--- config.mk ---
export PLATFORM = sky130hd
export DESIGN_NAME = stmr_top
export DESIGN_NICKNAME = d
export VERILOG_FILES = /design/src/rtl/stmr_pkg.sv /design/src/rtl/stmr_presc_if.sv /design/src/rtl/stmr_prescaler.sv /design/src/rtl/stmr_top.sv
export SDC_FILE = /design/constraint.sdc
export NUM_CORES = 1
export LEC_CHECK = 0
export BUFFER_PORTS_ARGS = -buffer_cell sky130_fd_sc_hd__buf_4
export CAP_MARGIN = 40
export CORE_ASPECT_RATIO = 0.6
export CORE_MARGIN = 4
export CORE_UTILIZATION = 36
export CTS_CLUSTER_DIAMETER = 120
export DETAILED_ROUTE_END_ITERATION = 10
export GPL_TIMING_DRIVEN = 0
export PLACE_DENSITY = 0.62
export SLEW_MARGIN = 30
export SYNTH_ARGS = -nofsm -noshare
export SYNTH_HDL_FRONTEND = slang
export SYNTH_SLANG_ARGS = --single-unit
--- constraint.sdc ---
create_clock -name clk_sys_i -period 2.5 [get_ports clk_sys_i]
set_input_delay 0.25 -clock clk_sys_i [delete_from_list [all_inputs] [get_ports clk_sys_i]]
set_output_delay 0.25 -clock clk_sys_i [all_outputs]
set_load 0.1 [all_outputs]
--- src/rtl/stmr_pkg.sv ---
// Constants, register map and state types of the sixteen-bit timer with its oscillator.
// Assumes a 40 MHz system clock acting as the instruction clock and an Avalon-MM host.
`default_nettype none

package stmr_pkg;

    // ------------------------------------------------------------------
    // Register map, byte addresses of aligned 32-bit words
    // ------------------------------------------------------------------
    localparam int unsigned STMR_ADDR_W          = 5;
    localparam logic [4:0]  STMR_OFS_CTRL        = 5'h00;
    localparam logic [4:0]  STMR_OFS_CNT_LOW     = 5'h04;
    localparam logic [4:0]  STMR_OFS_CNT_HIGH    = 5'h08;
    localparam logic [4:0]  STMR_OFS_FLAGS       = 5'h0C;
    localparam logic [4:0]  STMR_OFS_ENABLES     = 5'h10;
    localparam logic [4:0]  STMR_OFS_PRIORITY    = 5'h14;
    localparam logic [4:0]  STMR_OFS_OSC_CTRL    = 5'h18;
    localparam logic [4:0]  STMR_OFS_GLOBAL_IRQ  = 5'h1C;

    // ------------------------------------------------------------------
    // Field positions
    // ------------------------------------------------------------------
    localparam int unsigned STMR_B_WIDE          = 7;
    localparam int unsigned STMR_B_CLK_STATUS    = 6;
    localparam int unsigned STMR_B_PRESC_HI      = 5;
    localparam int unsigned STMR_B_PRESC_LO      = 4;
    localparam int unsigned STMR_B_OSC_EN        = 3;
    localparam int unsigned STMR_B_SYNC_DIS      = 2;
    localparam int unsigned STMR_B_SRC_SEL       = 1;
    localparam int unsigned STMR_B_ON            = 0;
    localparam int unsigned STMR_B_OVF_FLAG      = 0;
    localparam int unsigned STMR_B_OVF_EN        = 0;
    localparam int unsigned STMR_B_OVF_PRIO      = 0;
    localparam int unsigned STMR_B_IDLE_ON_SLEEP = 7;
    localparam int unsigned STMR_B_CLK_SEL_HI    = 1;
    localparam int unsigned STMR_B_CLK_SEL_LO    = 0;

    // ------------------------------------------------------------------
    // Values and reset values
    // ------------------------------------------------------------------
    localparam logic [1:0]  STMR_CLK_SEL_SECONDARY = 2'h1;
    localparam logic [15:0] STMR_CNT_MAX           = 16'hFFFF;
    localparam logic [15:0] STMR_CNT_RST           = 16'h0000;
    localparam logic [7:0]  STMR_BYTE_RST          = 8'h00;
    localparam logic [1:0]  STMR_CLK_SEL_RST       = 2'h0;
    localparam logic        STMR_BIT_RST           = 1'b0;
    localparam logic [2:0]  STMR_PSC_RST           = 3'h0;
    localparam logic [2:0]  STMR_PSC_MASK_1        = 3'h0;
    localparam logic [2:0]  STMR_PSC_MASK_2        = 3'h1;
    localparam logic [2:0]  STMR_PSC_MASK_4        = 3'h3;
    localparam logic [2:0]  STMR_PSC_MASK_8        = 3'h7;
    localparam logic [23:0] STMR_RDATA_PAD         = 24'h00_0000;

    // ------------------------------------------------------------------
    // Types
    // ------------------------------------------------------------------
    typedef enum logic [1:0] {
        STMR_MODE_PRIMARY = 2'b00,
        STMR_MODE_SECONDARY_RUN_MODE = 2'b01,
        STMR_MODE_SECONDARY_IDLE_MODE = 2'b10
    } stmr_mode_type;

    typedef struct packed {
        logic [15:0]   cnt;
        logic [7:0]    high_buf;
        logic          wide;
        logic [1:0]    presc_sel;
        logic          osc_en;
        logic          sync_dis;
        logic          src_sel;
        logic          on;
        logic          ovf_flag;
        logic          ovf_en;
        logic          ovf_prio;
        logic [7:0]    global_irq;
        logic          idle_on_sleep;
        logic [1:0]    clk_sel;
        stmr_mode_type mode;
        logic          ack;
        logic [7:0]    rdata;
        logic [3:0]    pin_sync;
    } stmr_state_type;

    typedef struct packed {
        logic [2:0] cnt;
    } stmr_psc_state_type;

endpackage

`default_nettype wire

--- src/rtl/stmr_presc_if.sv ---
// Carrier between the timer core and its input prescaler.
// Assumes both ends run on the same system clock.
`default_nettype none

interface stmr_presc_if;
    logic       tick;
    logic       clear;
    logic [1:0] sel;
    logic       out_tick;

    modport core (output tick, output clear, output sel, input out_tick);
    modport psc  (input tick, input clear, input sel, output out_tick);
endinterface

`default_nettype wire

--- src/rtl/stmr_prescaler.sv ---
// Input prescaler of the timer: divides counting ticks by 1, 2, 4 or 8.
// Assumes tick is a one-cycle pulse on the system clock.
`default_nettype none

module stmr_prescaler
    import stmr_pkg::*;
(
    input  wire logic clk_sys_i,
    input  wire logic srst_i,
    input  wire logic ce_i,
    stmr_presc_if.psc pif
);

    stmr_psc_state_type st_ff;
    stmr_psc_state_type nxt_st;
    logic [2:0]         mask;

    // ------------------------------------------------------------------
    // Division
    // ------------------------------------------------------------------
    always_comb
    begin
        nxt_st = st_ff;
        case (pif.sel)
            2'b00:   mask = STMR_PSC_MASK_1;
            2'b01:   mask = STMR_PSC_MASK_2;
            2'b10:   mask = STMR_PSC_MASK_4;
            default: mask = STMR_PSC_MASK_8;
        endcase
        pif.out_tick = pif.tick && ((st_ff.cnt & mask) == mask);
        if (pif.clear)
        begin
            nxt_st.cnt = STMR_PSC_RST;
        end
        else if (pif.tick)
        begin
            nxt_st.cnt = 3'(st_ff.cnt + 3'h1);
        end
    end

    always_ff @(posedge clk_sys_i)
    begin
        if (srst_i)
        begin
            st_ff.cnt <= STMR_PSC_RST;
        end
        else if (ce_i)
        begin
            st_ff <= nxt_st;
        end
    end

endmodule

`default_nettype wire

--- src/rtl/stmr_top.sv ---
// Sixteen-bit timer/counter with low-power oscillator control and secondary clock modes.
// Assumes an Avalon-MM master on clk_sys_i and a clock monitor on the same clock.
//
// The placing of the registers and the Avalon-MM interface to the registers were chosen for this implementation.
`default_nettype none

module stmr_top
    import stmr_pkg::*;
(
    input  wire logic                   clk_sys_i,
    input  wire logic                   srst_i,
    input  wire logic                   ce_i,
    input  wire logic [STMR_ADDR_W-1:0] avs_address_i,
    input  wire logic                   avs_read_i,
    input  wire logic                   avs_write_i,
    input  wire logic [31:0]            avs_writedata_i,
    input  wire logic [3:0]             avs_byteenable_i,
    output logic      [31:0]            avs_readdata_o,
    output logic                        avs_waitrequest_o,
    input  wire logic                   crystal_out_clock_in_pin_i,
    input  wire logic                   sleep_exec_i,
    input  wire logic                   wake_i,
    input  wire logic                   clock_monitor_en_i,
    input  wire logic                   osc_fail_i,
    output logic                        osc_run_o,
    output logic                        secondary_run_mode_o,
    output logic                        secondary_idle_mode_o,
    output logic                        sys_clock_from_counter_osc_o,
    output logic                        overflow_irq_o,
    output logic                        overflow_irq_priority_o
);

    stmr_state_type st_ff;
    stmr_state_type nxt_st;
    stmr_presc_if   pif ();

    logic       req;
    logic       rd_cap;
    logic       wr_acc;
    logic       mapped;
    logic [7:0] rd_val;
    logic [7:0] wbyte;
    logic       ext_edge;
    logic       inc;

    // ------------------------------------------------------------------
    // Prescaler
    // ------------------------------------------------------------------
    stmr_prescaler u_psc (
        .clk_sys_i (clk_sys_i),
        .srst_i    (srst_i),
        .ce_i      (ce_i),
        .pif       (pif)
    );

    // The unsynchronized path still passes the two pin flops; it only skips the
    // extra alignment stage, so it is one cycle faster but not truly clockless.
    assign ext_edge  = st_ff.sync_dis ? (st_ff.pin_sync[1] && !st_ff.pin_sync[2])
                                      : (st_ff.pin_sync[2] && !st_ff.pin_sync[3]);
    assign pif.tick  = st_ff.on && (st_ff.src_sel ? ext_edge : 1'b1);
    assign pif.sel   = st_ff.presc_sel;
    assign pif.clear = wr_acc && (avs_address_i == STMR_OFS_CNT_LOW);
    assign inc       = pif.out_tick;

    // ------------------------------------------------------------------
    // Bus decode
    // ------------------------------------------------------------------
    assign req               = avs_read_i || avs_write_i;
    // Acknowledge only with the enable high, or a write taken in a frozen cycle would be lost.
    assign avs_waitrequest_o = req && !(st_ff.ack && ce_i);
    assign rd_cap            = avs_read_i && !st_ff.ack;
    assign wr_acc            = avs_write_i && st_ff.ack && avs_byteenable_i[0] && mapped;
    assign wbyte             = avs_writedata_i[7:0];
    assign avs_readdata_o    = {STMR_RDATA_PAD, st_ff.rdata};

    always_comb
    begin
        mapped = 1'b1;
        rd_val = STMR_BYTE_RST;
        if (avs_address_i == STMR_OFS_CTRL)
        begin
            rd_val[STMR_B_WIDE]                      = st_ff.wide;
            rd_val[STMR_B_CLK_STATUS]                = (st_ff.mode != STMR_MODE_PRIMARY);
            rd_val[STMR_B_PRESC_HI:STMR_B_PRESC_LO]  = st_ff.presc_sel;
            rd_val[STMR_B_OSC_EN]                    = st_ff.osc_en;
            rd_val[STMR_B_SYNC_DIS]                  = st_ff.sync_dis;
            rd_val[STMR_B_SRC_SEL]                   = st_ff.src_sel;
            rd_val[STMR_B_ON]                        = st_ff.on;
        end
        else if (avs_address_i == STMR_OFS_CNT_LOW)
        begin
            rd_val = st_ff.cnt[7:0];
        end
        else if (avs_address_i == STMR_OFS_CNT_HIGH)
        begin
            rd_val = st_ff.wide ? st_ff.high_buf : st_ff.cnt[15:8];
        end
        else if (avs_address_i == STMR_OFS_FLAGS)
        begin
            rd_val[STMR_B_OVF_FLAG] = st_ff.ovf_flag;
        end
        else if (avs_address_i == STMR_OFS_ENABLES)
        begin
            rd_val[STMR_B_OVF_EN] = st_ff.ovf_en;
        end
        else if (avs_address_i == STMR_OFS_PRIORITY)
        begin
            rd_val[STMR_B_OVF_PRIO] = st_ff.ovf_prio;
        end
        else if (avs_address_i == STMR_OFS_OSC_CTRL)
        begin
            rd_val[STMR_B_IDLE_ON_SLEEP]                 = st_ff.idle_on_sleep;
            rd_val[STMR_B_CLK_SEL_HI:STMR_B_CLK_SEL_LO]  = st_ff.clk_sel;
        end
        else if (avs_address_i == STMR_OFS_GLOBAL_IRQ)
        begin
            rd_val = st_ff.global_irq;
        end
        else
        begin
            mapped = 1'b0;
        end
    end

    // ------------------------------------------------------------------
    // Next state
    // ------------------------------------------------------------------
    always_comb
    begin
        nxt_st          = st_ff;
        nxt_st.pin_sync = {st_ff.pin_sync[2:0], crystal_out_clock_in_pin_i};
        nxt_st.ack      = req && !st_ff.ack;

        // Read data are captured in the waited cycle, and the snapshot copy is
        // made at the same edge so both bytes come from one counter value.
        if (rd_cap)
        begin
            nxt_st.rdata = rd_val;
            if (st_ff.wide && (avs_address_i == STMR_OFS_CNT_LOW))
            begin
                nxt_st.high_buf = st_ff.cnt[15:8];
            end
        end

        if (inc)
        begin
            nxt_st.cnt = 16'(st_ff.cnt + 16'h0001);
        end

        if (wr_acc)
        begin
            if (avs_address_i == STMR_OFS_CTRL)
            begin
                nxt_st.wide      = wbyte[STMR_B_WIDE];
                nxt_st.presc_sel = wbyte[STMR_B_PRESC_HI:STMR_B_PRESC_LO];
                nxt_st.osc_en    = wbyte[STMR_B_OSC_EN];
                nxt_st.sync_dis  = wbyte[STMR_B_SYNC_DIS];
                nxt_st.src_sel   = wbyte[STMR_B_SRC_SEL];
                nxt_st.on        = wbyte[STMR_B_ON];
            end
            else if (avs_address_i == STMR_OFS_CNT_LOW)
            begin
                nxt_st.cnt[7:0]  = wbyte;
                nxt_st.cnt[15:8] = st_ff.cnt[15:8];
                if (st_ff.wide)
                begin
                    nxt_st.cnt[15:8] = st_ff.high_buf;
                end
            end
            else if (avs_address_i == STMR_OFS_CNT_HIGH)
            begin
                if (st_ff.wide)
                begin
                    nxt_st.high_buf = wbyte;
                end
                else
                begin
                    nxt_st.cnt[15:8] = wbyte;
                end
            end
            else if (avs_address_i == STMR_OFS_FLAGS)
            begin
                nxt_st.ovf_flag = wbyte[STMR_B_OVF_FLAG];
            end
            else if (avs_address_i == STMR_OFS_ENABLES)
            begin
                nxt_st.ovf_en = wbyte[STMR_B_OVF_EN];
            end
            else if (avs_address_i == STMR_OFS_PRIORITY)
            begin
                nxt_st.ovf_prio = wbyte[STMR_B_OVF_PRIO];
            end
            else if (avs_address_i == STMR_OFS_OSC_CTRL)
            begin
                nxt_st.idle_on_sleep = wbyte[STMR_B_IDLE_ON_SLEEP];
                nxt_st.clk_sel       = wbyte[STMR_B_CLK_SEL_HI:STMR_B_CLK_SEL_LO];
            end
            else if (avs_address_i == STMR_OFS_GLOBAL_IRQ)
            begin
                nxt_st.global_irq = wbyte;
            end
        end

        // A wrap in the same cycle as a software clear still leaves the flag set.
        if (inc && (st_ff.cnt == STMR_CNT_MAX))
        begin
            nxt_st.ovf_flag = 1'b1;
        end

        // Clock mode; a clock select write decides before a sleep event, and in secondary idle only a wake or a monitored oscillator failure counts.
        case (st_ff.mode)
            STMR_MODE_PRIMARY:
            begin
                if (wr_acc && (avs_address_i == STMR_OFS_OSC_CTRL)
                    && (wbyte[STMR_B_CLK_SEL_HI:STMR_B_CLK_SEL_LO] == STMR_CLK_SEL_SECONDARY))
                begin
                    nxt_st.mode = STMR_MODE_SECONDARY_RUN_MODE;
                end
            end
            STMR_MODE_SECONDARY_RUN_MODE:
            begin
                if (wr_acc && (avs_address_i == STMR_OFS_OSC_CTRL)
                    && (wbyte[STMR_B_CLK_SEL_HI:STMR_B_CLK_SEL_LO] != STMR_CLK_SEL_SECONDARY))
                begin
                    nxt_st.mode = STMR_MODE_PRIMARY;
                end
                else if (sleep_exec_i && !st_ff.idle_on_sleep)
                begin
                    nxt_st.mode = STMR_MODE_SECONDARY_IDLE_MODE;
                end
            end
            STMR_MODE_SECONDARY_IDLE_MODE:
            begin
                if (wake_i)
                begin
                    nxt_st.mode = STMR_MODE_SECONDARY_RUN_MODE;
                end
            end
            default:
            begin
                nxt_st.mode = STMR_MODE_PRIMARY;
            end
        endcase

        if (clock_monitor_en_i && osc_fail_i && (st_ff.mode != STMR_MODE_PRIMARY))
        begin
            nxt_st.mode = STMR_MODE_PRIMARY;
        end
    end

    // ------------------------------------------------------------------
    // State register
    // ------------------------------------------------------------------
    always_ff @(posedge clk_sys_i)
    begin
        if (srst_i)
        begin
            st_ff.cnt           <= STMR_CNT_RST;
            st_ff.high_buf      <= STMR_BYTE_RST;
            st_ff.wide          <= STMR_BIT_RST;
            st_ff.presc_sel     <= STMR_CLK_SEL_RST;
            st_ff.osc_en        <= STMR_BIT_RST;
            st_ff.sync_dis      <= STMR_BIT_RST;
            st_ff.src_sel       <= STMR_BIT_RST;
            st_ff.on            <= STMR_BIT_RST;
            st_ff.ovf_flag      <= STMR_BIT_RST;
            st_ff.ovf_en        <= STMR_BIT_RST;
            st_ff.ovf_prio      <= STMR_BIT_RST;
            st_ff.global_irq    <= STMR_BYTE_RST;
            st_ff.idle_on_sleep <= STMR_BIT_RST;
            st_ff.clk_sel       <= STMR_CLK_SEL_RST;
            st_ff.mode          <= STMR_MODE_PRIMARY;
            st_ff.ack           <= STMR_BIT_RST;
            st_ff.rdata         <= STMR_BYTE_RST;
            st_ff.pin_sync      <= 4'h0;
        end
        else if (ce_i)
        begin
            st_ff <= nxt_st;
        end
    end

    // ------------------------------------------------------------------
    // Outputs
    // ------------------------------------------------------------------
    // The oscillator enable does not look at the clock mode, so it survives sleep and idle.
    assign osc_run_o                    = st_ff.osc_en;
    assign secondary_run_mode_o         = (st_ff.mode == STMR_MODE_SECONDARY_RUN_MODE);
    assign secondary_idle_mode_o        = (st_ff.mode == STMR_MODE_SECONDARY_IDLE_MODE);
    assign sys_clock_from_counter_osc_o = (st_ff.mode != STMR_MODE_PRIMARY);
    assign overflow_irq_o               = st_ff.ovf_flag && st_ff.ovf_en;
    assign overflow_irq_priority_o      = st_ff.ovf_prio;

endmodule

`default_nettype wire

==> results.ini <==
[sta]
finalHoldViolCount = 0
setup_violations = 0
worst_clock_skew_ns = 0.00439
finalCritPeriodShare_pct = 96.9
period_minus_slack_ns = 2.42
slew_violations = 0
tns_ns = 0
slew-limit-headroom_pct = 42.2
rsz0062_at_grt = false
worst_slew_pin_slew_ns = 0.868
clock.fmax_mhz = 413

[die]
start_util_pct = 37.2
core_um2 = 11400
die_area_um2 = 13600
ios = 90
rows = 30
die-width_um = 148
die_y_um = 91.9

[placement]
dp_hpwl_mm = 12.1
place_congestion = 0.957
port_buffers = 36

[detailed_routing]
vias = 4527
drtIter0Drc = 660
drc_errors = 0
routed_via_density = 5.93
wl_per_cell_um = 21.1
drtPass1Iterations = 5
drt-total-wl_mm = 16.1
ant_nets = 0

[yosys]
yosysMostFrequentCell = dfxtp_1
synth_ff_type = dfxtp_1
synthArstFlopShare_pct = 0
yosysWarnings = 0
synth-adder-area-share_pct = 0.592
synthTopCellsByArea = dfxtp_1, mux2i_1, buf_4
synth_xor_area_share_pct = 0.207
synth_top_family_by_area = simple AND/OR/NAND/NOR gates
synth_area_um2 = 4230
synth_top_area_share_pct = 29.8
synth_simple_gate_area_share_pct = 26.1
yosysSeqAreaShare_pct = 29.8
synth_top_area_cell = dfxtp_1
synth_compound_area_share_pct = 23.2
synth_edf_count = 0
synthMuxAreaShare_pct = 8.23
syn_inst = 531
netlist-cell-type-count = 78
synth_commonest_cells = dfxtp_1, nor2_1, nand2_1
syn_avg_cell_area_um2 = 7.96
ys_ff_latch = 63

[pwr]
p_leak_nw = 1.89
powerDensity_nw_per_um2 = 527
ir_worst_vdd_mv = 0.321

[setup_path]
crit_chain = or3b_1, a31oi_2, buf_2, nand4_1, a2111oi_1, a211oi_1
startpoint = nxt_st[3]$_SDFFE_PP0P_
max_stage_delay_ns = 0.51
required_ns = 2.70
crit_path_top_delay_cell = a2111oi_1
r2r_start = nxt_st[3]$_SDFFE_PP0P_
worstSetupPathType = reg2reg
endpoint_kind = flip-flop
cp.buffers_inverters = 1
worstPathMaxFanout = 10
cp_top_family = compound AO/OA/AOI/OAI gates
cp_data_arrival_time_ns = 2.63
worstSetupStartpointType = flip-flop

[global_routing]
overflow = 0
grt_pass1_wl_mm = 24.4
grt_pass1_vias = 4215
track_usage_pct = 23.4
grt_start_max_net_pins = 11
antenna_found_initial = 0

[finish]
nets = 653
diodes = 0
layout-area-overhead-vs-synth_pct = 19.6
final_util_pct = 44.4
drive_gt1_share_pct = 19.9
nFillCells = 1141

[run]
max_cap_viol_count = 0

[clocking]
cts_sinks = 63
cts_max_level = 3
cts-buffers-inserted = 9
path_clk_slew_ns = 0.05
cts_tree = done
insertion_delay_ns = 0.34
hold_buffers = 0
cts_root_buf = clkbuf_16
cts_buffer_depth = 2

[hold_path]
hold_class = in2reg
min_from = crystal_out_clock_in_pin_i

[run_status]
status = finished, final reports clean

-- state kept, by name, indices dropped and copies added, names as in the netlist --
| signal | count |
|---|---|
| overflow_irq_priority_o | 1 |
| pif.sel | 2 |
| st_ff | 45 |
| nxt_st | 3 |
| osc_run_o | 1 |
| u_psc.st_ff | 3 |
| avs_readdata_o | 8 |
-- kinds of logic (layout without fill, tap and decap cells) --
kind of cell / Yosys count / after routing
flops: 63 / 63
xor+xnor: 1 / 1
simple gates: 206 / 206
other cells: 1 / 24
mux: 33 / 33
compound gates: 129 / 129
buf+inv: 96 / 146
fa+ha+maj: 2 / 2
-- metrics by stage --
| stage | hold slack (ns) | area, µm² | std cells | power (mW) | setup slack [ns] |
|---|---|---|---|---|---|
| after floorplan | 0.394 | 4320 | 554 | 1.40 | -0.0113 |
| after global placement | 0.444 | 4790 | 750 | 1.52 | -0.0000808 |
| after detailed placement | 0.447 | 4790 | 750 | 1.52 | -0.0300 |
| after CTS | 0.162 | 5050 | 765 | 2.67 | 0.0238 |
| after global routing | 0.165 | 5050 | 764 | 2.74 | 0.00615 |
| final | 0.165 | 5050 | 764 | 2.67 | 0.0783 |
-- metal layers --
layer	GRT usage, %	up-vias	part of all wire [%]
met4	6.23	2	1.5
met2	31.8	286	40
met3	7.70	35	13
met1	34.6	2140	45
met5	2.69	-	0.28
li1	-	2064	-
-- final timing paths --
path / slack, ns / depth (start not counted) / endpoint
setup / recovery: 0.08 / 6 / st_ff[51]$_SDFFE_PP0P_
hold reg to reg: 0.46 / 2 / st_ff[20]$_SDFFE_PP0P_
hold / removal: 0.17 / 3 / nxt_st[1]$_SDFFE_PP0P_
setup reg to reg: 0.08 / 6 / st_ff[51]$_SDFFE_PP0P_
-- worst min-delay path: stages --
cell	delay [ns]
buf_4	0.08
mux2i_1	0.05
nor2_1	0.08
-- power by group --
part	internal (mW)	leakage [nW]	switching (mW)
Sequential	1.01	0.509	0.00536
Clock	0.687	0.131	0.472
Combinational	0.108	1.25	0.379
-- timing repair --
action | CTS | global route
setup buffers | 0 | 0
endpoints found under the setup margin | 0 | 4
gates resized for setup | 0 | 3
-- area by class of cell --
class                   instances  area (µm²)  share of cell area [%]
multi-input cells             395        2560                    50.6
flip-flops and latches         63        1260                    25.0
plain buffers                  70         404                    8.00
repair buffers                 36         270                    5.35
clock buffers                  11         243                    4.80
well taps                     160         200                    3.96
inverters                      25        93.8                    1.86
clock inverters                 4        22.5                   0.446
-- layout by cell type (no fill, tap or decap), types with 4 or more instances in the layout --
master	instances
o22ai_1	10
nand3_1	26
o21ai_0	15
nor2b_1	7
mux2_2	4
nand2_1	41
and4_1	6
a221oi_2	7
nor3_1	20
nor2_1	45
a22oi_1	4
a211oi_1	7
a21oi_1	28
conb_1	24
o211ai_1	8
and3_1	9
dfxtp_1	63
nand4_1	15
inv_1	24
clkbuf_1	27
and2_1	5
buf_4	68
buf_2	7
clkbuf_16	9
mux2i_1	28
nor4_1	5
Power figures use the tool's default switching activity.
